### config.mk
export PLATFORM = sky130hd
export DESIGN_NAME = secure_loader_key_lock_manager
export DESIGN_NICKNAME = d
export VERILOG_FILES = /design/src/loader_pkg.sv /design/src/secure_loader_key_lock_manager.sv
export VERILOG_INCLUDE_DIRS = /design/src
export SDC_FILE = /design/constraint.sdc
export NUM_CORES = 1
export LEC_CHECK = 0
export BUFFER_PORTS_ARGS = -buffer_cell sky130_fd_sc_hd__buf_2
export CORE_MARGIN = 2
export CORE_UTILIZATION = 65
export CTS_CLUSTER_SIZE = 20
export DETAILED_ROUTE_END_ITERATION = 12
export GPL_ROUTABILITY_DRIVEN = 0
export PLACE_DENSITY = 0.83
export SLEW_MARGIN = 10
export SYNTH_ARGS = -nofsm -noshare
export SYNTH_HDL_FRONTEND = slang
export SYNTH_SLANG_ARGS = --single-unit
### constraint.sdc
create_clock -name clk -period 7.4 [get_ports clk]
set_input_delay 0 -clock clk [delete_from_list [all_inputs] [get_ports clk]]
set_output_delay 0 -clock clk [all_outputs]
set_load 0.1 [all_outputs]
### src/loader_params.svh
/*
 constants of the secure loader key/lock block: register offsets,
 status bit positions, command letters, sizes and timing counts.
 assumes the including file runs at the 40 MHz clk.
*/
`ifndef LOADER_PARAMS_SVH
`define LOADER_PARAMS_SVH

`define REG_CMD 8'h00
`define REG_STATUS 8'h04
`define REG_ADDR 8'h08
`define REG_DATA 8'h0C
`define REG_RESULT 8'h10
`define REG_SFR_SEL 8'h14

`define ST_LOCK 0
`define ST_BUSY 1
`define ST_KEY_VALID 2
`define ST_CAND_READY 3
`define ST_REFUSED 4
`define ST_MISMATCH 5
`define ST_SEALED 6
`define ST_SESSION 7
`define ST_ERASE_PEND 8
`define ST_SUPPLY 9

`define LTR_C 8'h43
`define LTR_D 8'h44
`define LTR_F 8'h46
`define LTR_L 8'h4C
`define LTR_N 8'h4E
`define LTR_R 8'h52
`define LTR_U 8'h55
`define LTR_V 8'h56
`define LTR_W 8'h57
`define LTR_Z 8'h5A

`define KEY_BITS 64
`define VEC_BYTES 48
`define SCRATCH_BYTES 128
`define SCRATCH_CLR_DEF 32
`define MEM_WORDS_DEF 65536
`define NV_COUNT 4
`define NV_LOCK_IDX 2
`define NV_RST 8'h00
`define LFSR_SEED 16'hACE1
`define CRC_POLY 16'h8005
`define CRC_INIT 16'h0000

`define CLK_MHZ 40
`define BUS_OFF_NS 1000
`define BUS_OFF_CYC ((`BUS_OFF_NS * `CLK_MHZ + 999) / 1000)

`endif

### src/loader_pkg.sv
/*
 types of the secure loader key/lock block: engine states, sweep kinds
 and the external memory request bundle.
 assumes nothing beyond a SystemVerilog compiler.
*/
package loader_pkg;

	typedef enum logic [2:0] {
		ST_IDLE = 3'b000,
		ST_SWEEP = 3'b001,
		ST_ISSUE = 3'b010,
		ST_WAIT = 3'b011,
		ST_FRESH = 3'b100
	} cmd_state_e;

	typedef enum logic [1:0] {
		SW_FILL = 2'b00,
		SW_CRC = 2'b01,
		SW_ERASE = 2'b10,
		SW_SEAL = 2'b11
	} sweep_e;

	typedef struct packed {
		logic re;
		logic we;
		logic [15:0] addr;
		logic [7:0] wdata;
	} mem_req_s;

endpackage : loader_pkg

### src/secure_loader_key_lock_manager.sv
/*
 key, security lock, vector ram and loader command engine.
 assumes a classic wishbone master, an encryptor and ram outside that
 take key_out and mem_req, give read data in the same cycle as a read request,
 and ring oscillator samples already in the clk domain.
*/
`timescale 1ns/1ps
`default_nettype none
`include "loader_params.svh"
// Notes on behaviour
// - key only from internal random bits
// - key taken at the first memory command, or after the U or kill erase
// - random bits from oscillator mismatch
// - vectors fetched from on-chip 48 bytes
// - dummy external reads during vector fetch
// - loaded vectors copied into vector ram
// - lock set by Z, loader refuses access
// - encryptor also blocked while locked
// - U clears lock, key, vectors at once
// - U erases ram then installs fresh key
// - redundant lock; loss starts erase sequence
// - tamper clears lock, key, vectors and erases ram; nv registers kept
// - tamper briefly drops memory bus supply
// - mesh breach erases lock and key
// - loader entry zeroes scratchpad portion
// - loader entry draws 64-bit candidate key
// - memory commands refused while locked
// - C returns CRC-16 of true contents
// - F L D V C install candidate key
// - key fixed for the session until U, N or a kill wipes it
// - dump and verify on decrypted data
// - N seals, losing all contents
// - R and W reach four nv registers
// - both encryptors share the key
module secure_loader_key_lock_manager #(
	parameter int MEM_WORDS = `MEM_WORDS_DEF,
	parameter int SCRATCH_CLR = `SCRATCH_CLR_DEF
) (
	input wire logic clk,
	input wire logic rst,
	input wire logic wb_cyc_i,
	input wire logic wb_stb_i,
	input wire logic wb_we_i,
	input wire logic [7:0] wb_adr_i,
	input wire logic [3:0] wb_sel_i,
	input wire logic [31:0] wb_dat_i,
	output logic [31:0] wb_dat_o,
	output logic wb_ack_o,
	input wire logic loader_mode,
	input wire logic ring_osc_a,
	input wire logic ring_osc_b,
	input wire logic tamper_erase_input,
	input wire logic mesh_breach,
	input wire logic vec_fetch,
	input wire logic [5:0] vec_addr,
	output logic [7:0] vec_data,
	output var loader_pkg::mem_req_s mem_req,
	input wire logic [7:0] mem_rdata,
	output logic [63:0] key_out,
	output logic crypt_block,
	output logic memory_bus_supply_out,
	output logic scratch_we,
	output logic [6:0] scratch_addr
);

	localparam logic [15:0] MEM_LAST = 16'(MEM_WORDS - 1);
	localparam logic [7:0] SCR_LAST = 8'(SCRATCH_CLR - 1);
	localparam logic [7:0] BUS_OFF = 8'(`BUS_OFF_CYC);

	loader_pkg::cmd_state_e st_r;
	loader_pkg::sweep_e sw_r;
	logic [15:0] cnt_r;
	logic [7:0] op_r;
	logic rd_pend_r;
	logic [2:0] lock_r;
	logic key_inst_r;
	logic key_valid_r;
	logic sealed_r;
	logic erase_pend_r;
	logic [7:0] bus_off_r;
	logic mode_q_r;
	logic [15:0] lfsr_r;
	logic [63:0] cand_r;
	logic [6:0] cand_cnt_r;
	logic scr_busy_r;
	logic [7:0] scr_cnt_r;
	logic [15:0] addr_r;
	logic [7:0] data_r;
	logic [1:0] sfr_sel_r;
	logic [15:0] result_r;
	logic [15:0] crc_r;
	logic [7:0] last_cmd_r;
	logic refused_r;
	logic mismatch_r;
	logic [7:0] nv_r [`NV_COUNT];
	logic [7:0] vec_r [`VEC_BYTES];
	logic [31:0] rd_mux;

	function automatic logic [15:0] crc_step(input logic [15:0] c, input logic [7:0] d);
		logic [15:0] x;
		x = c;
		for (int b = 7; b >= 0; b--) begin
			if (x[15] ^ d[b]) begin
				x = {x[14:0], 1'b0} ^ `CRC_POLY;
			end else begin
				x = {x[14:0], 1'b0};
			end
		end
		return x;
	endfunction : crc_step

	logic wb_hit, wb_wr, cmd_wr;
	logic [7:0] letter;
	logic lock_set, lock_broken, kill;
	logic accept, is_mem, mem_ok;
	logic go_mem, go_u, go_n, go_z, go_rw, refuse;
	logic cand_ready, sess_start, cand_restart, key_load, wipe, erase_start;

	assign wb_hit = wb_cyc_i & wb_stb_i & ~wb_ack_o;
	assign wb_wr = wb_hit & wb_we_i;
	assign cmd_wr = wb_wr & wb_sel_i[0] & (wb_adr_i == `REG_CMD);
	assign letter = wb_dat_i[7:0];
	assign lock_set = &lock_r;
	assign lock_broken = (|lock_r) & ~lock_set;
	assign kill = tamper_erase_input | mesh_breach | lock_broken;
	assign cand_ready = (cand_cnt_r == 7'(`KEY_BITS));
	assign sess_start = loader_mode & ~mode_q_r;
	assign accept = cmd_wr & (st_r == loader_pkg::ST_IDLE) & ~kill & ~erase_pend_r
		& memory_bus_supply_out & mode_q_r;
	assign is_mem = (letter == `LTR_F) | (letter == `LTR_L) | (letter == `LTR_D)
		| (letter == `LTR_V) | (letter == `LTR_C);
	assign mem_ok = ~lock_set & cand_ready;
	assign go_mem = accept & is_mem & mem_ok;
	assign go_u = accept & (letter == `LTR_U);
	assign go_n = accept & (letter == `LTR_N);
	assign go_z = accept & (letter == `LTR_Z);
	assign go_rw = accept & ((letter == `LTR_R) | (letter == `LTR_W));
	assign refuse = accept & ~(go_mem | go_u | go_n | go_z | go_rw);
	assign key_load = (go_mem & ~key_inst_r) | ((st_r == loader_pkg::ST_FRESH) & cand_ready);
	assign wipe = kill | go_u | go_n;
	assign cand_restart = sess_start | go_u | kill;
	assign erase_start = (st_r == loader_pkg::ST_IDLE) & erase_pend_r & ~kill
		& memory_bus_supply_out & (bus_off_r == 8'h00);

	always_ff @(posedge clk) begin
		mode_q_r <= rst ? 1'b0 : loader_mode;
	end

	always_ff @(posedge clk) begin
		if (rst) begin
			lfsr_r <= `LFSR_SEED;
		end else begin
			lfsr_r <= {lfsr_r[14:0], lfsr_r[15] ^ lfsr_r[13] ^ lfsr_r[12] ^ lfsr_r[10]};
		end
	end

	always_ff @(posedge clk) begin
		if (rst || cand_restart) begin
			cand_r <= '0;
			cand_cnt_r <= '0;
		end else if (!cand_ready) begin
			cand_r <= {cand_r[62:0], ring_osc_a ^ ring_osc_b ^ lfsr_r[0]};
			cand_cnt_r <= cand_cnt_r + 7'd1;
		end
	end

	always_ff @(posedge clk) begin
		if (rst || wipe) begin
			key_out <= '0;
			key_valid_r <= 1'b0;
		end else if (key_load) begin
			key_out <= cand_r;
			key_valid_r <= 1'b1;
		end
	end

	always_ff @(posedge clk) begin
		if (rst || wipe || !loader_mode) begin
			key_inst_r <= 1'b0;
		end else if (key_load) begin
			key_inst_r <= 1'b1;
		end
	end

	always_ff @(posedge clk) begin
		if (rst || wipe) begin
			lock_r <= 3'b000;
		end else if (go_z) begin
			lock_r <= 3'b111;
		end
	end

	always_ff @(posedge clk) begin
		crypt_block <= rst ? 1'b0 : lock_set;
	end

	always_ff @(posedge clk) begin
		if (rst) begin
			sealed_r <= 1'b0;
		end else if (go_n) begin
			sealed_r <= 1'b1;
		end else if (key_load) begin
			sealed_r <= 1'b0;
		end
	end

	always_ff @(posedge clk) begin
		if (rst) begin
			erase_pend_r <= 1'b0;
		end else if (kill) begin
			erase_pend_r <= 1'b1;
		end else if (erase_start) begin
			erase_pend_r <= 1'b0;
		end
	end

	always_ff @(posedge clk) begin
		if (rst) begin
			bus_off_r <= '0;
			memory_bus_supply_out <= 1'b1;
		end else if (tamper_erase_input) begin
			bus_off_r <= BUS_OFF;
			memory_bus_supply_out <= 1'b0;
		end else if (bus_off_r > 8'h01) begin
			bus_off_r <= bus_off_r - 8'h01;
		end else begin
			bus_off_r <= '0;
			memory_bus_supply_out <= 1'b1;
		end
	end

	always_ff @(posedge clk) begin
		if (rst) begin
			scr_busy_r <= 1'b0;
			scr_cnt_r <= '0;
			scratch_we <= 1'b0;
			scratch_addr <= '0;
		end else if (sess_start) begin
			scr_busy_r <= 1'b1;
			scr_cnt_r <= '0;
			scratch_we <= 1'b0;
		end else begin
			scratch_we <= scr_busy_r;
			scratch_addr <= scr_cnt_r[6:0];
			if (scr_busy_r) begin
				scr_cnt_r <= scr_cnt_r + 8'h01;
				scr_busy_r <= (scr_cnt_r != SCR_LAST);
			end
		end
	end

	// command engine; tamper outranks everything but rst
	always_ff @(posedge clk) begin
		if (rst) begin
			st_r <= loader_pkg::ST_IDLE;
			sw_r <= loader_pkg::SW_FILL;
			cnt_r <= '0;
			op_r <= '0;
			rd_pend_r <= 1'b0;
			mem_req <= '0;
		end else if (kill) begin
			st_r <= loader_pkg::ST_IDLE;
			rd_pend_r <= 1'b0;
			mem_req <= '0;
		end else begin
			mem_req <= '0;
			rd_pend_r <= 1'b0;
			unique case (st_r)
				loader_pkg::ST_IDLE: begin
					if (erase_start || go_u) begin
						st_r <= loader_pkg::ST_SWEEP;
						sw_r <= loader_pkg::SW_ERASE;
						cnt_r <= '0;
					end else if (go_n) begin
						st_r <= loader_pkg::ST_SWEEP;
						sw_r <= loader_pkg::SW_SEAL;
						cnt_r <= '0;
					end else if (go_mem) begin
						op_r <= letter;
						cnt_r <= '0;
						if (letter == `LTR_F) begin
							st_r <= loader_pkg::ST_SWEEP;
							sw_r <= loader_pkg::SW_FILL;
						end else if (letter == `LTR_C) begin
							st_r <= loader_pkg::ST_SWEEP;
							sw_r <= loader_pkg::SW_CRC;
						end else begin
							st_r <= loader_pkg::ST_ISSUE;
						end
					end else if (vec_fetch && memory_bus_supply_out) begin
						mem_req.re <= 1'b1;
						mem_req.addr <= lfsr_r;
					end
				end
				loader_pkg::ST_SWEEP: begin
					mem_req.addr <= cnt_r;
					if (sw_r == loader_pkg::SW_CRC) begin
						mem_req.re <= 1'b1;
						rd_pend_r <= 1'b1;
					end else begin
						mem_req.we <= 1'b1;
						mem_req.wdata <= (sw_r == loader_pkg::SW_FILL) ? data_r : 8'h00;
					end
					if (cnt_r == MEM_LAST) begin
						if (sw_r == loader_pkg::SW_ERASE) begin
							st_r <= loader_pkg::ST_FRESH;
						end else begin
							st_r <= loader_pkg::ST_WAIT;
						end
					end else begin
						cnt_r <= cnt_r + 16'h0001;
					end
				end
				loader_pkg::ST_ISSUE: begin
					mem_req.addr <= addr_r;
					if (op_r == `LTR_L) begin
						mem_req.we <= 1'b1;
						mem_req.wdata <= data_r;
					end else begin
						mem_req.re <= 1'b1;
						rd_pend_r <= 1'b1;
					end
					st_r <= loader_pkg::ST_WAIT;
				end
				loader_pkg::ST_WAIT: begin
					st_r <= loader_pkg::ST_IDLE;
				end
				loader_pkg::ST_FRESH: begin
					if (cand_ready) begin
						st_r <= loader_pkg::ST_IDLE;
					end
				end
			endcase
		end
	end

	always_ff @(posedge clk) begin
		if (rst) begin
			crc_r <= `CRC_INIT;
			result_r <= '0;
			mismatch_r <= 1'b0;
		end else if (accept) begin
			crc_r <= `CRC_INIT;
			mismatch_r <= 1'b0;
			if (go_rw && letter == `LTR_R) begin
				result_r <= {8'h00, nv_r[sfr_sel_r]};
				if (sfr_sel_r == 2'(`NV_LOCK_IDX)) begin
					result_r[0] <= lock_set;
				end
			end
		end else if (rd_pend_r) begin
			if (op_r == `LTR_C) begin
				crc_r <= crc_step(crc_r, mem_rdata);
				result_r <= crc_step(crc_r, mem_rdata);
			end else if (op_r == `LTR_D) begin
				result_r <= {8'h00, mem_rdata};
			end else if (mem_rdata != data_r) begin
				mismatch_r <= 1'b1;
			end
		end
	end

	for (genvar n = 0; n < `NV_COUNT; n++) begin : g_nv
		always_ff @(posedge clk) begin
			if (rst) begin
				nv_r[n] <= `NV_RST;
			end else if (go_rw && letter == `LTR_W && sfr_sel_r == 2'(n)) begin
				nv_r[n] <= data_r;
			end
		end
	end

	for (genvar i = 0; i < `VEC_BYTES; i++) begin : g_vec
		always_ff @(posedge clk) begin
			if (rst || wipe) begin
				vec_r[i] <= '0;
			end else if (st_r == loader_pkg::ST_ISSUE && op_r == `LTR_L && addr_r == 16'(i)) begin
				vec_r[i] <= data_r;
			end
		end
	end

	always_ff @(posedge clk) begin
		if (rst) begin
			vec_data <= '0;
		end else if (vec_fetch) begin
			vec_data <= (vec_addr < 6'(`VEC_BYTES)) ? vec_r[vec_addr] : 8'h00;
		end
	end

	always_ff @(posedge clk) begin
		if (rst) begin
			refused_r <= 1'b0;
			last_cmd_r <= '0;
		end else if (accept) begin
			refused_r <= refuse;
			last_cmd_r <= letter;
		end else if (cmd_wr) begin
			// busy, killed, erase pending, supply off or no session: command dropped
			refused_r <= 1'b1;
			last_cmd_r <= letter;
		end
	end

	always_ff @(posedge clk) begin
		if (rst) begin
			addr_r <= '0;
			data_r <= '0;
			sfr_sel_r <= '0;
		end else if (wb_wr) begin
			if (wb_adr_i == `REG_ADDR && wb_sel_i[0]) addr_r[7:0] <= wb_dat_i[7:0];
			if (wb_adr_i == `REG_ADDR && wb_sel_i[1]) addr_r[15:8] <= wb_dat_i[15:8];
			if (wb_adr_i == `REG_DATA && wb_sel_i[0]) data_r <= wb_dat_i[7:0];
			if (wb_adr_i == `REG_SFR_SEL && wb_sel_i[0]) sfr_sel_r <= wb_dat_i[1:0];
		end
	end

	always_comb begin
		rd_mux = '0;
		unique case (wb_adr_i)
			`REG_CMD: rd_mux[7:0] = last_cmd_r;
			`REG_STATUS: begin
				rd_mux[`ST_LOCK] = lock_set;
				rd_mux[`ST_BUSY] = (st_r != loader_pkg::ST_IDLE);
				rd_mux[`ST_KEY_VALID] = key_valid_r;
				rd_mux[`ST_CAND_READY] = cand_ready;
				rd_mux[`ST_REFUSED] = refused_r;
				rd_mux[`ST_MISMATCH] = mismatch_r;
				rd_mux[`ST_SEALED] = sealed_r;
				rd_mux[`ST_SESSION] = mode_q_r;
				rd_mux[`ST_ERASE_PEND] = erase_pend_r;
				rd_mux[`ST_SUPPLY] = memory_bus_supply_out;
			end
			`REG_ADDR: rd_mux[15:0] = addr_r;
			`REG_DATA: rd_mux[7:0] = data_r;
			`REG_RESULT: rd_mux[15:0] = result_r;
			`REG_SFR_SEL: rd_mux[1:0] = sfr_sel_r;
			default: rd_mux = '0;
		endcase
	end

	// unmapped addresses still ack, read zero
	always_ff @(posedge clk) begin
		if (rst) begin
			wb_ack_o <= 1'b0;
			wb_dat_o <= '0;
		end else begin
			wb_ack_o <= wb_hit;
			if (wb_hit && !wb_we_i) wb_dat_o <= rd_mux;
		end
	end

endmodule : secure_loader_key_lock_manager
`default_nettype wire

# [After elaboration in Yosys (flattened, before gate mapping)]
# Memories as Yosys holds them, arrays and structs flattened. A register that Yosys moved wholly into a read port is not among the register bits.
# Cells that the tools add are included.
[word_totals] latchBits=0 mem_bits_ro=0 in_bits=69 regBits=333 ramBits=416 n_memories=2 out_inout_bits=141
[op_classes] n_addsub=4 n_eq_ne=84 order_cmp=2 n_div=0 muxes=314 n_reduce_logical=99 n_bitwise=127 n_mul=0 n_shift=0
[memory_table] memory="vec_r" words=48 word_bits=8 rd=1 rd_ports_with_merged_regs=0 write_ports=48 line_no="secure_loader_key_lock_manager.sv:96" rtl="logic [7:0] vec_r [`VEC_BYTES];"
[memory_table] memory="nv_r" words=4 word_bits=8 rd=1 rd_ports_with_merged_regs=1 write_ports=4 line_no="secure_loader_key_lock_manager.sv:95" rtl="logic [7:0] nv_r [`NV_COUNT];"
[op_table] op="two-way mux 16 bit" count=49
[op_table] op="two-way mux 8 bit" count=58
[op_table] op="equality test 16 x 5 -> 1 bit, second input constant" count=16
[op_table] op="equality test 16 x 6 -> 1 bit, second input constant" count=16
[op_table] op="two-way mux 1 bit" count=179
[op_table] op="equality test 16 x 4 -> 1 bit, second input constant" count=8
[op_table] op="equality test 8 x 7 -> 1 bit, second input constant" count=13
[op_table] op="bitwise OR 1 bit" count=68
[op_table] op="equality test 16 x 3 -> 1 bit, second input constant" count=4
[op_table] op="logical AND 1 bit" count=61
[op_table] op="case mux 16 bit (3 select lines)" count=1
[op_table] op="equality test 16 x 2 -> 1 bit, second input constant" count=2
[op_table] op="case mux 16 bit (2 select lines)" count=1
[op_table] op="case mux 6 bit (5 select lines)" count=1
[op_table] op="AND 1 bit" count=26
[op_table] op="NOT 3 bit" count=8
[op_table] op="two-way mux 2 bit" count=9
[op_table] op="two-way mux 3 bit" count=6
[op_table] op="adder 16 x 1 -> 16 bit, second input constant" count=1
[op_table] op="equality test 16 x 1 -> 1 bit, second input constant" count=1
[op_table] op="equality test 16 bit, second input constant" count=1
[op_table] op="equality test 8 x 4 -> 1 bit, second input constant" count=2
[op_table] op="equality test 8 x 5 -> 1 bit, second input constant" count=2
[op_table] op="logical NOT 16 bit" count=1
[op_table] op="other kinds (41)" count=96

# [Depth between registers and ports, before layout]
# Gate-level depths: netlist of the first run.
[depth] word_depth=53 depth_mapped=12

# [Least setup slack after synthesis of the first run]
# Ideal clock, no wire load.
[synth_path] kind="register -> register" start="register memory_bus_supply_out" end="memory vec_r[4][1] (enable)" stages_incl_launch_ff=10 path_buffers=3 slack_ps=4167 t_arrival_ps=2849 setup_time_ps=384 period_less_slack_ps=3233 path_cell_list="dfxtp_1 > nor4b_2 > nand4b_1 > or3_1 > buf_6 > nor2_1 > nor2_1 > clkbuf_1 > clkbuf_1 > o21ai_0"
[synth_lines] element="start, declared" line_no="secure_loader_key_lock_manager.sv:61" rtl="output logic memory_bus_supply_out,"
[synth_lines] element="start signal, assigned" line_no="secure_loader_key_lock_manager.sv:220" rtl="memory_bus_supply_out <= 1'b1;"
[synth_lines] element="start signal, assigned" line_no="secure_loader_key_lock_manager.sv:223" rtl="memory_bus_supply_out <= 1'b0;"
[synth_lines] element="start signal, assigned" line_no="secure_loader_key_lock_manager.sv:228" rtl="memory_bus_supply_out <= 1'b1;"
[synth_lines] element="end, declared" line_no="secure_loader_key_lock_manager.sv:96"

==> flow_metrics.py, run 1 <==
metrics = {
    "sta": {
        "worst_slack_ns": 3.610,
        "tightest_slew_ns": 1.252,
        "rsz0062_at_grt": "no",
        "post-route-period-util_pct": 51.21,
        "slew_violations": 0,
        "setup_tns_ns": 0,
        "hold_ws_ns": 0.02169,
        "hold_violations": 0,
        "finalCriticalPeriod_ns": 3.790,
        "worst_clock_skew_ns": 0.01886,
        "relSlewSlack_pct": 15.65,
        "fmax_ghz": 0.2639,
        "setup_violations": 0,
    },
    "clock_network": {
        "htree_num_levels": 3,
        "clockRootBuffer": "clkbuf_16",
        "post_cts_buffers": 0,
        "cts_buffers": 75,
        "cts_tree": "done",
        "cts.sinks": 751,
        "clk_pin_slew_ns": 0.06,
        "postCtsHoldBufs": 41,
        "clk-insertion-delay-late_ns": 0.62,
        "cts_max_path_buffers": 3,
        "cts_resized": 0,
    },
    "finish": {
        "syn_to_final_growth_pct": 12.18,
        "fin_nets": 3030,
        "layout-drive-gt1-share_pct": 16.19,
        "design_area_sq_mm": 0.03654,
        "instances_no_fill": 3688,
    },
    "hold_path": {
        "whs_path_depth": 3,
        "min-delay-start": "vec_addr[2]",
        "worstHoldEndpoint": "vec_data[0]",
        "hold_class": "in -> reg",
    },
    "setup_path": {
        "crit_path_max_fanout": 48,
        "crit_arrival_ns": 4.01,
        "r2r_end": "vec_r[27][6]",
        "r2r_cells": 7,
        "end_kind": "flop",
        "worstReg2RegStart": "wb_ack_o",
        "required_ns": 7.62,
        "start_kind": "flop",
        "crit_type": "reg -> reg",
        "ff2ff_setup_slack_ns": 3.61,
        "startpoint": "wb_ack_o",
    },
    "global_routing": {
        "grt_pass1_wl_mm": 129.1,
        "antenna_found_initial": 1,
        "grt_start_max_net_pins": 93,
        "grt_pass1_vias": 22840,
        "grt_overflow": 0,
        "grt_use_total_pct": 31.78,
    },
    "floorplanning": {
        "initial_core_util_pct": 65.33,
        "die_area_sq_mm": 0.05192,
        "ios": 210,
        "fp.dieH_microns": 227.9,
        "fp.dieW_microns": 227.9,
        "placementRows": 82,
        "core_region_area_sq_mm": 0.04986,
    },
    "routing": {
        "viasPerCell": 6.229,
        "drt_wl_total_mm": 82.82,
        "ant_nets": 0,
        "wire_per_inst_microns": 22.46,
        "drc": 0,
        "vias": 22970,
        "drt-initial-drc-count": 2726,
        "dr.pass1.iters": 6,
    },
    "yosys": {
        "async_flop_share_pct": 0,
        "synth_area_sq_mm": 0.03257,
        "synth_ff_type": "edfxtp_1",
        "synth_seq_cells": 751,
        "synth-seq-area-share_pct": 58.94,
        "synth-edff-count": 416,
        "synth-warning-count": 0,
        "syn_area_per_cell_sq_um": 11.51,
        "yosysUniqueCellTypes": 72,
        "synth_cells": 2830,
    },
    "placement": {
        "post-place-ws_ns": 3.702,
        "dp_cells": 3509,
        "port_buffers": 175,
        "dpl-instance-area_sq_mm": 0.03372,
        "dp_hpwl_mm": 52.92,
    },
    "power_and_ir_drop": {
        "ir_worst_vdd_mv": 0.1858,
        "power.static_leakage_nw": 13.45,
        "power_density_mw_per_mm2": 240.7,
    },
    "run": {
        "cap_violations": 0,
    },
    "run_status": {
        "outcome": "finished, final reports clean",
    },
}
==> area by class of cell <==
cell class | instances | area [sq um]
fillers | 3295 | 13320
flip-flops and latches | 751 | 19210
repair buffers | 250 | 1553
clock inverters | 30 | 252.7
multi-input cells | 1861 | 12470
inverters | 16 | 60.06
clock buffers | 107 | 2157
well taps | 672 | 840.8
diodes | 1 | 2.502
==> cells in the mapped netlist, drive strengths merged (6+ instances only) <==
master	instances	area, sq um
o21ai	87	450.4
a211oi	26	195.2
mux4	128	2883
nand2	391	1468
a22oi	28	210.2
clkbuf	168	630.6
nor3b	6	45.04
a21oi	225	1126
nand2b	18	112.6
or3	13	81.33
nor2b	29	181.4
xnor2	28	245.2
xor2	26	227.7
or2	12	75.07
o2bb2ai	17	148.9
nand4	6	37.54
ha	6	75.07
buf	49	317.8
edfxtp	416	12490
a221oi	10	87.58
mux2i	21	210.2
and3	6	37.54
inv	16	60.06
nor3	30	170.2
and2	432	2703
dfxtp	335	6706
nor2	167	626.9
nand3	54	270.3
nor4	12	87.58
a31oi	6	37.54
==> kinds of logic after synthesis <==
kind of cell               count (synthesis)  share of synthesized area [%]
DFF                                      751                          58.94
muxes                                    150                          9.530
buffers and inverters                    233                          3.096
AOI/OAI and AO/OA                        433                          7.824
adders and majority gates                  6                         0.2305
other                                      1                        0.01151
xor gates and xnor gates                  56                          1.594
and+or+nand+nor                         1200                          18.78
==> power by group <==
part           total, W  internal (W)  switching [W]  leakage (nW)
clock network   0.00374       0.00214        0.00159          1.18
registers       0.00455       0.00449      0.0000533          7.49
logic          0.000508      0.000179       0.000329          4.78
==> through the flow <==
stage	util, %	total power [W]
3_3_place_gp	67.62	0.005089
2_1_floorplan	-	0.004980
6_report	73.28	0.008794
4_1_cts	73.28	0.008818
5_1_grt	73.28	0.009029
3_5_place_dp	67.62	0.005113
==> worst max-delay path, cell delays in order (launching register included) <==
cell and delay [ns]:
dfxtp_1 0.31, and4b_1 0.38, nand4_1 0.45, or3_1 0.78, nor2_1 0.49, nor2_2 0.09, buf_4 0.32, o21ai_0 0.55
==> worst max path at each step <==
| stage | endpoint | slack (ns) |
|---|---|---|
| after floorplan | vec_r[4][1] | 4.17 |
| after CTS | vec_r[6][3] | 3.67 |
| final | vec_r[27][6] | 3.61 |
| after detailed placement | vec_r[6][0] | 3.70 |
| after global placement | vec_r[6][0] | 3.77 |
| after global routing | vec_r[25][7] | 3.51 |
==> state kept, by name (all words and copies together), names as in the netlist, 16 cells and up, named ones only <==
signal / count
cnt_r: 16
vec_r: 384
addr_r: 16
result_r: 16
mem_req: 26
nv_r: 32
crc_r: 16
lfsr_r: 16
cand_r: 64
key_out: 64
wb_dat_o: 16
==> layout by cell type (no fill, tap or decap), types with 78 or more instances in the layout <==
master and n:
buf_2 172, nand2_1 391, a21oi_1 225, edfxtp_1 416, nor2_1 166, o21ai_0 78, mux4_2 128, clkbuf_16 79
and2_1 432, dfxtp_1 328
==> metal layers <==
layer / vias to the layer above / part of all wire [%] / track usage (%)
li1: 10210 / - / -
met1: 11210 / 37 / 40.27
met2: 1279 / 49 / 53.52
met3: 267 / 9.4 / 6.050
met4: 0 / 4.6 / 14.36
met5: - / 0 / 0
Note: power is estimated with default switching activity, not from simulation.
==> inputs of run 2 (changes only) <==
- CORE_UTILIZATION: 65 -> 55
- PLACE_DENSITY: 0.83 -> 0.74
- clock period: 7.4 -> 3.2 ns (I/O delays scaled with it)
==> flow_metrics.py, run 2 (synthesized netlist as in run 1, its figures left out) <==
metrics = {
    "finish": {
        "utilization_pct": 63.67,
        "mostFrequentLayoutCells": "and2_1 (432), edfxtp_1 (416), nand2_1 (391)",
        "reg_top3": "vec_r x384, cand_r x64, key_out x64",
        "syn_to_final_growth_pct": 14.93,
        "fin_nets": 3113,
        "regMostFlops": "vec_r",
        "layout_commonest_cell": "and2_1",
        "layout-drive-gt1-share_pct": 18.12,
        "design_area_sq_mm": 0.03744,
        "largest_register_ffs": 384,
    },
    "routing": {
        "wire_per_inst_microns": 20.94,
        "vias": 22630,
        "dr.pass1.iters": 7,
        "drc": 0,
        "drt-initial-drc-count": 2018,
        "drt_wl_total_mm": 81.19,
        "viasPerCell": 5.836,
        "ant_nets": 0,
    },
    "global_routing": {
        "antenna_found_initial": 5,
        "grt_pass1_vias": 22370,
        "grt_use_total_pct": 26.89,
        "grt_pass1_wl_mm": 126.9,
        "grt_start_max_net_pins": 134,
        "grt_overflow": 0,
    },
    "placement": {
        "dpl-instance-area_sq_mm": 0.03444,
        "dp_hpwl_mm": 53.68,
        "port_buffers": 175,
    },
    "sta": {
        "slew_violations": 0,
        "hold_violations": 0,
        "worst_clock_skew_ns": 0.03157,
        "setup_tns_ns": 0,
        "relSlewSlack_pct": 24.49,
        "finalCriticalPeriod_ns": 3.028,
        "rsz0062_at_grt": "no",
        "fmax_ghz": 0.3302,
        "tightest_slew_ns": 1.121,
        "setup_violations": 0,
        "post-route-period-util_pct": 94.63,
    },
    "floorplanning": {
        "fp.dieW_microns": 247.4,
        "initial_core_util_pct": 55.40,
        "fp.dieH_microns": 247.4,
        "ios": 210,
        "placementRows": 89,
        "core_region_area_sq_mm": 0.05880,
        "die_area_sq_mm": 0.06119,
    },
    "setup_path": {
        "r2r_cells": 8,
        "worstReg2RegStart": "wb_ack_o",
        "crit_arrival_ns": 3.53,
        "ff2ff_setup_slack_ns": 0.19,
        "r2r_end": "mem_req[18]",
        "cpMaxStageDelayCell": "or4b_2",
        "start_kind": "primary input",
        "crit_type": "in -> reg",
        "crit_path_max_fanout": 8,
        "end_kind": "flop",
        "path_cells": "dlygate4sd3_1 -> buf_2 -> or4b_2 -> nor3_2 -> nand3_1 -> mux2i_1 -> nor2_1 -> dlygate4sd3_1",
        "path_common_cell": "dlygate4sd3_1",
        "required_ns": 3.70,
        "slowest_delay_ns": 0.80,
    },
    "hold_path": {
        "min-delay-start": "wb_adr_i[4]",
        "hold_class": "in -> reg",
        "worstHoldEndpoint": "wb_dat_o[5]",
        "whs_path_depth": 6,
    },
    "run_status": {
        "outcome": "finished, final reports clean",
    },
    "power_and_ir_drop": {
        "ir_worst_vdd_mv": 0.4752,
        "power_density_mw_per_mm2": 544.6,
        "power.static_leakage_nw": 13.90,
    },
    "clock_network": {
        "htree_num_levels": 3,
        "cts_max_path_buffers": 3,
        "cts_buffers": 78,
        "clockRootBuffer": "clkbuf_16",
        "cts.sinks": 751,
        "clk-insertion-delay-late_ns": 0.63,
        "cts_tree": "done",
        "clk_pin_slew_ns": 0.06,
    },
    "run": {
        "cap_violations": 0,
    },
}
run 2: cell count changes in the layout (fill, tap and decap cells not counted), sizes merged:
cell,previous run,this run
diode,1,4
dlygate4sd3,41,55
clkbuf,107,113
clkinv,22,24
bufinv,3,1
buf,209,275
run 2: how the worst max path moves through the flow:
stage                 from            to  slack [ns]  depth (start not counted)
6_report       wb_adr_i[1]    addr_r[13]        0.17                          8
5_1_grt            st_r[1]  vec_r[24][1]        0.05                          6
2_1_floorplan     wb_ack_o   vec_r[0][0]        0.23                          9
4_1_cts            st_r[1]   vec_r[8][5]        0.02                          4
3_5_place_dp       st_r[1]   vec_r[8][5]        0.06                          4
3_3_place_gp       st_r[1]   vec_r[8][0]        0.17                          4
run 2: metrics by stage:
stage	total power (W)	hold WS, ns	worst slack [ns]	std cells
detailed placement	0.01186	0.2459	0.05951	3676
finish	0.02039	0.03887	0.1717	3878
global placement	0.01182	0.2370	0.1693	3676
CTS	0.02051	0.001203	0.02292	3874
global route	0.02101	0.04505	0.05000	3878
floorplan	0.01152	0.09452	0.2303	2845
run 2: final cells by class:
type	instances	area [sq um]
clock inverters	30	206.4
multi-input cells	1861	12470
diodes	4	10.01
repair buffers	330	2288
fillers	4389	21360
clock buffers	113	2227
well taps	773	967.2
flip-flops and latches	751	19210
inverters	16	60.06
run 2: timing repair:
action,CTS,global route
hold buffers,55,0
setup buffers,0,0
endpoints found under the hold margin,123,0
resized for setup,0,5
setup endpoints to repair,0,40
run 2: critical path: cells and delay by family:
family | cells | cell delay, ns
and+or+nand+nor | 4 | 1.89
buffers and inverters | 3 | 1.30
muxes | 1 | 0.34
run 2: power by group:
group	switching (W)	internal, W
registers	0.000108	0.0104
logic	0.000766	0.000453
clock network	0.00374	0.00493
run 2: metal layers:
metal / wire length [microns] / GRT usage [%] / vias to the layer above / part of all wire [%]
li1: - / - / 10400 / -
met1: 31580 / 35.02 / 11030 / 39
met2: 39960 / 44.96 / 1021 / 49
met3: 6843 / 5.006 / 180 / 8.4
met4: 2784 / 10.16 / 2 / 3.4
met5: 15 / 0 / - / 0.018
==> inputs of run 3 (changes only) <==
- BUFFER_PORTS_ARGS: -buffer_cell sky130_fd_sc_hd__buf_2 -> default
- CORE_MARGIN: 2 -> default
- CORE_UTILIZATION: 55 -> 57
- DONT_BUFFER_PORTS: default -> 1
- PLACE_DENSITY: 0.74 -> 0.73
==> flow_metrics.py, run 3 (synthesized netlist as in run 1, its figures left out) <==
metrics = {
    "power_and_ir_drop": {
        "ir_worst_vdd_mv": 0.4432,
        "p_sw_w": 0.004432,
        "netSwitchingFraction_pct": 21.63,
        "p_total_w": 0.02049,
        "p_int_w": 0.01606,
        "combPwrFrac_pct": 5.1,
        "power.static_leakage_nw": 13.27,
        "power_density_mw_per_mm2": 553.5,
        "p_seq_share_pct": 51.6,
        "power_frac_clock_pct": 43.3,
    },
    "finish": {
        "largest_register_ffs": 384,
        "syn_to_final_growth_pct": 13.66,
        "reg_top3": "vec_r x384, cand_r x64, key_out x64",
        "mostFrequentLayoutCells": "and2_1 (432), edfxtp_1 (416), nand2_1 (391)",
        "layout_commonest_cell": "and2_1",
        "regMostFlops": "vec_r",
        "fin_nets": 2991,
        "nFillCells": 4162,
        "layout-drive-gt1-share_pct": 14.06,
        "instances_no_fill": 3730,
    },
    "sta": {
        "worst_slack_ns": 0.1538,
        "hold_ws_ns": 0.03183,
        "fmax_ghz": 0.3283,
        "hold_violations": 0,
        "setup_tns_ns": 0,
        "setup_violations": 0,
        "post-route-period-util_pct": 95.19,
        "tightest_slew_ns": 1.178,
        "slew_violations": 0,
        "finalCriticalPeriod_ns": 3.046,
        "relSlewSlack_pct": 20.62,
        "rsz0062_at_grt": "no",
        "worst_clock_skew_ns": 0.01722,
    },
    "routing": {
        "vias": 22230,
        "wire_per_inst_microns": 21.91,
        "ant_nets": 0,
        "viasPerCell": 5.959,
        "dr.pass1.iters": 6,
        "drc": 0,
        "drt_wl_total_mm": 81.73,
        "drt-initial-drc-count": 1980,
    },
    "floorplanning": {
        "core_region_area_sq_mm": 0.05639,
        "ios": 210,
        "initial_core_util_pct": 57.77,
        "placementRows": 87,
        "fp.dieH_microns": 241.1,
        "fp.dieW_microns": 241.1,
        "die_area_sq_mm": 0.05811,
    },
    "placement": {
        "post-place-ws_ns": 0.2096,
        "port_buffers": 0,
        "dp_cells": 3518,
        "dp_hpwl_mm": 52.42,
    },
    "clock_network": {
        "clockRootBuffer": "clkbuf_16",
        "cts_tree": "done",
        "clk-insertion-delay-late_ns": 0.61,
        "post_cts_buffers": 0,
        "htree_num_levels": 3,
        "cts_buffers": 77,
        "cts_max_path_buffers": 3,
        "clk_pin_slew_ns": 0.06,
        "cts.sinks": 751,
    },
    "global_routing": {
        "grt_pass1_vias": 21920,
        "grt_use_total_pct": 28.27,
        "grt_start_max_net_pins": 134,
        "met1_usage_pct": 36.53,
        "use_met3_pct": 5.376,
        "grt_pass1_wl_mm": 125.2,
        "grt_overflow": 0,
        "gr-max-usage-layer": "met2",
        "globalRouteMet2Util_pct": 47.44,
        "antenna_found_initial": 2,
    },
    "hold_path": {
        "hold_class": "in -> reg",
        "whs_path_depth": 3,
    },
    "setup_path": {
        "crit_family": "buffers and inverters",
        "path_cells": "dlygate4sd3_1 -> nor2_1 -> dlygate4sd3_1 -> buf_4 -> nand4b_1 -> or3_1 -> nand2b_1 -> o22a_2 -> buf_4 -> nand2_1 -> a21oi_1",
        "required_ns": 3.72,
        "crit_cells": 11,
        "crit_path_max_fanout": 64,
        "cpMaxStageDelayCell": "dlygate4sd3_1",
        "slowest_delay_ns": 0.68,
        "ff2ff_setup_slack_ns": 0.20,
        "path_buf_inv": 4,
        "r2r_cells": 8,
        "end_kind": "flop",
        "crit_arrival_ns": 3.57,
        "crit_type": "in -> reg",
        "start_kind": "primary input",
    },
    "run_status": {
        "outcome": "finished, final reports clean",
    },
    "run": {
        "cap_violations": 0,
    },
}
## run 3: timing repair
action,CTS,global route
hold endpoints to repair,319,0
resized for setup,0,1
hold buffers,75,0
endpoints found under the setup margin,0,16
## run 3: routing by layer
layer	wire, microns	share of wire, %	up-vias
li1	-	-	10150
met2	40230	49	958
met5	0	0	-
met3	6524	8.0	152
met4	2540	3.1	0
met1	32430	40	10960
## run 3: layout make-up
class                      instances  area (sq um)  area share, %
sequential                       751         19210          51.89
multi-input combinational       1861         12480          33.70
clock buffer                     115          2283          6.168
timing repair buffer             209          1834          4.954
tap                              756         945.9          2.555
clock inverter                    20         206.4         0.5576
inverter                          16         60.06         0.1622
antenna                            2         5.005        0.01352
## run 3: worst paths after layout
check                                         from          end
worst max-delay path            tamper_erase_input  key_out[26]
worst min-delay path                   wb_sel_i[1]   addr_r[14]
worst max register to register             st_r[2]  key_out[26]
worst min register to register           lfsr_r[4]    lfsr_r[5]
## run 3: power by group through the flow
stage	combinational, W	sequential [W]	clock, W
5_1_grt	0.00110	0.0106	0.00935
2_1_floorplan	0.000730	0.0108	0
3_3_place_gp	0.000871	0.0108	0
4_1_cts	0.00103	0.0106	0.00898
6_report	0.00104	0.0106	0.00888
3_5_place_dp	0.000891	0.0108	0
## run 3: through the flow
step / util [%] / cell area (sq um)
2_1_floorplan: - / 32630
3_3_place_gp: 59.83 / 33740
3_5_place_dp: 59.83 / 33740
4_1_cts: 65.63 / 37010
5_1_grt: 65.66 / 37020
6_report: 65.66 / 37020
## run 3: tightest hold or removal path: cells and delay by family
kind | cells | cell delay [ns]
muxes | 1 | 0.14
and+or+nand+nor | 2 | 0.45
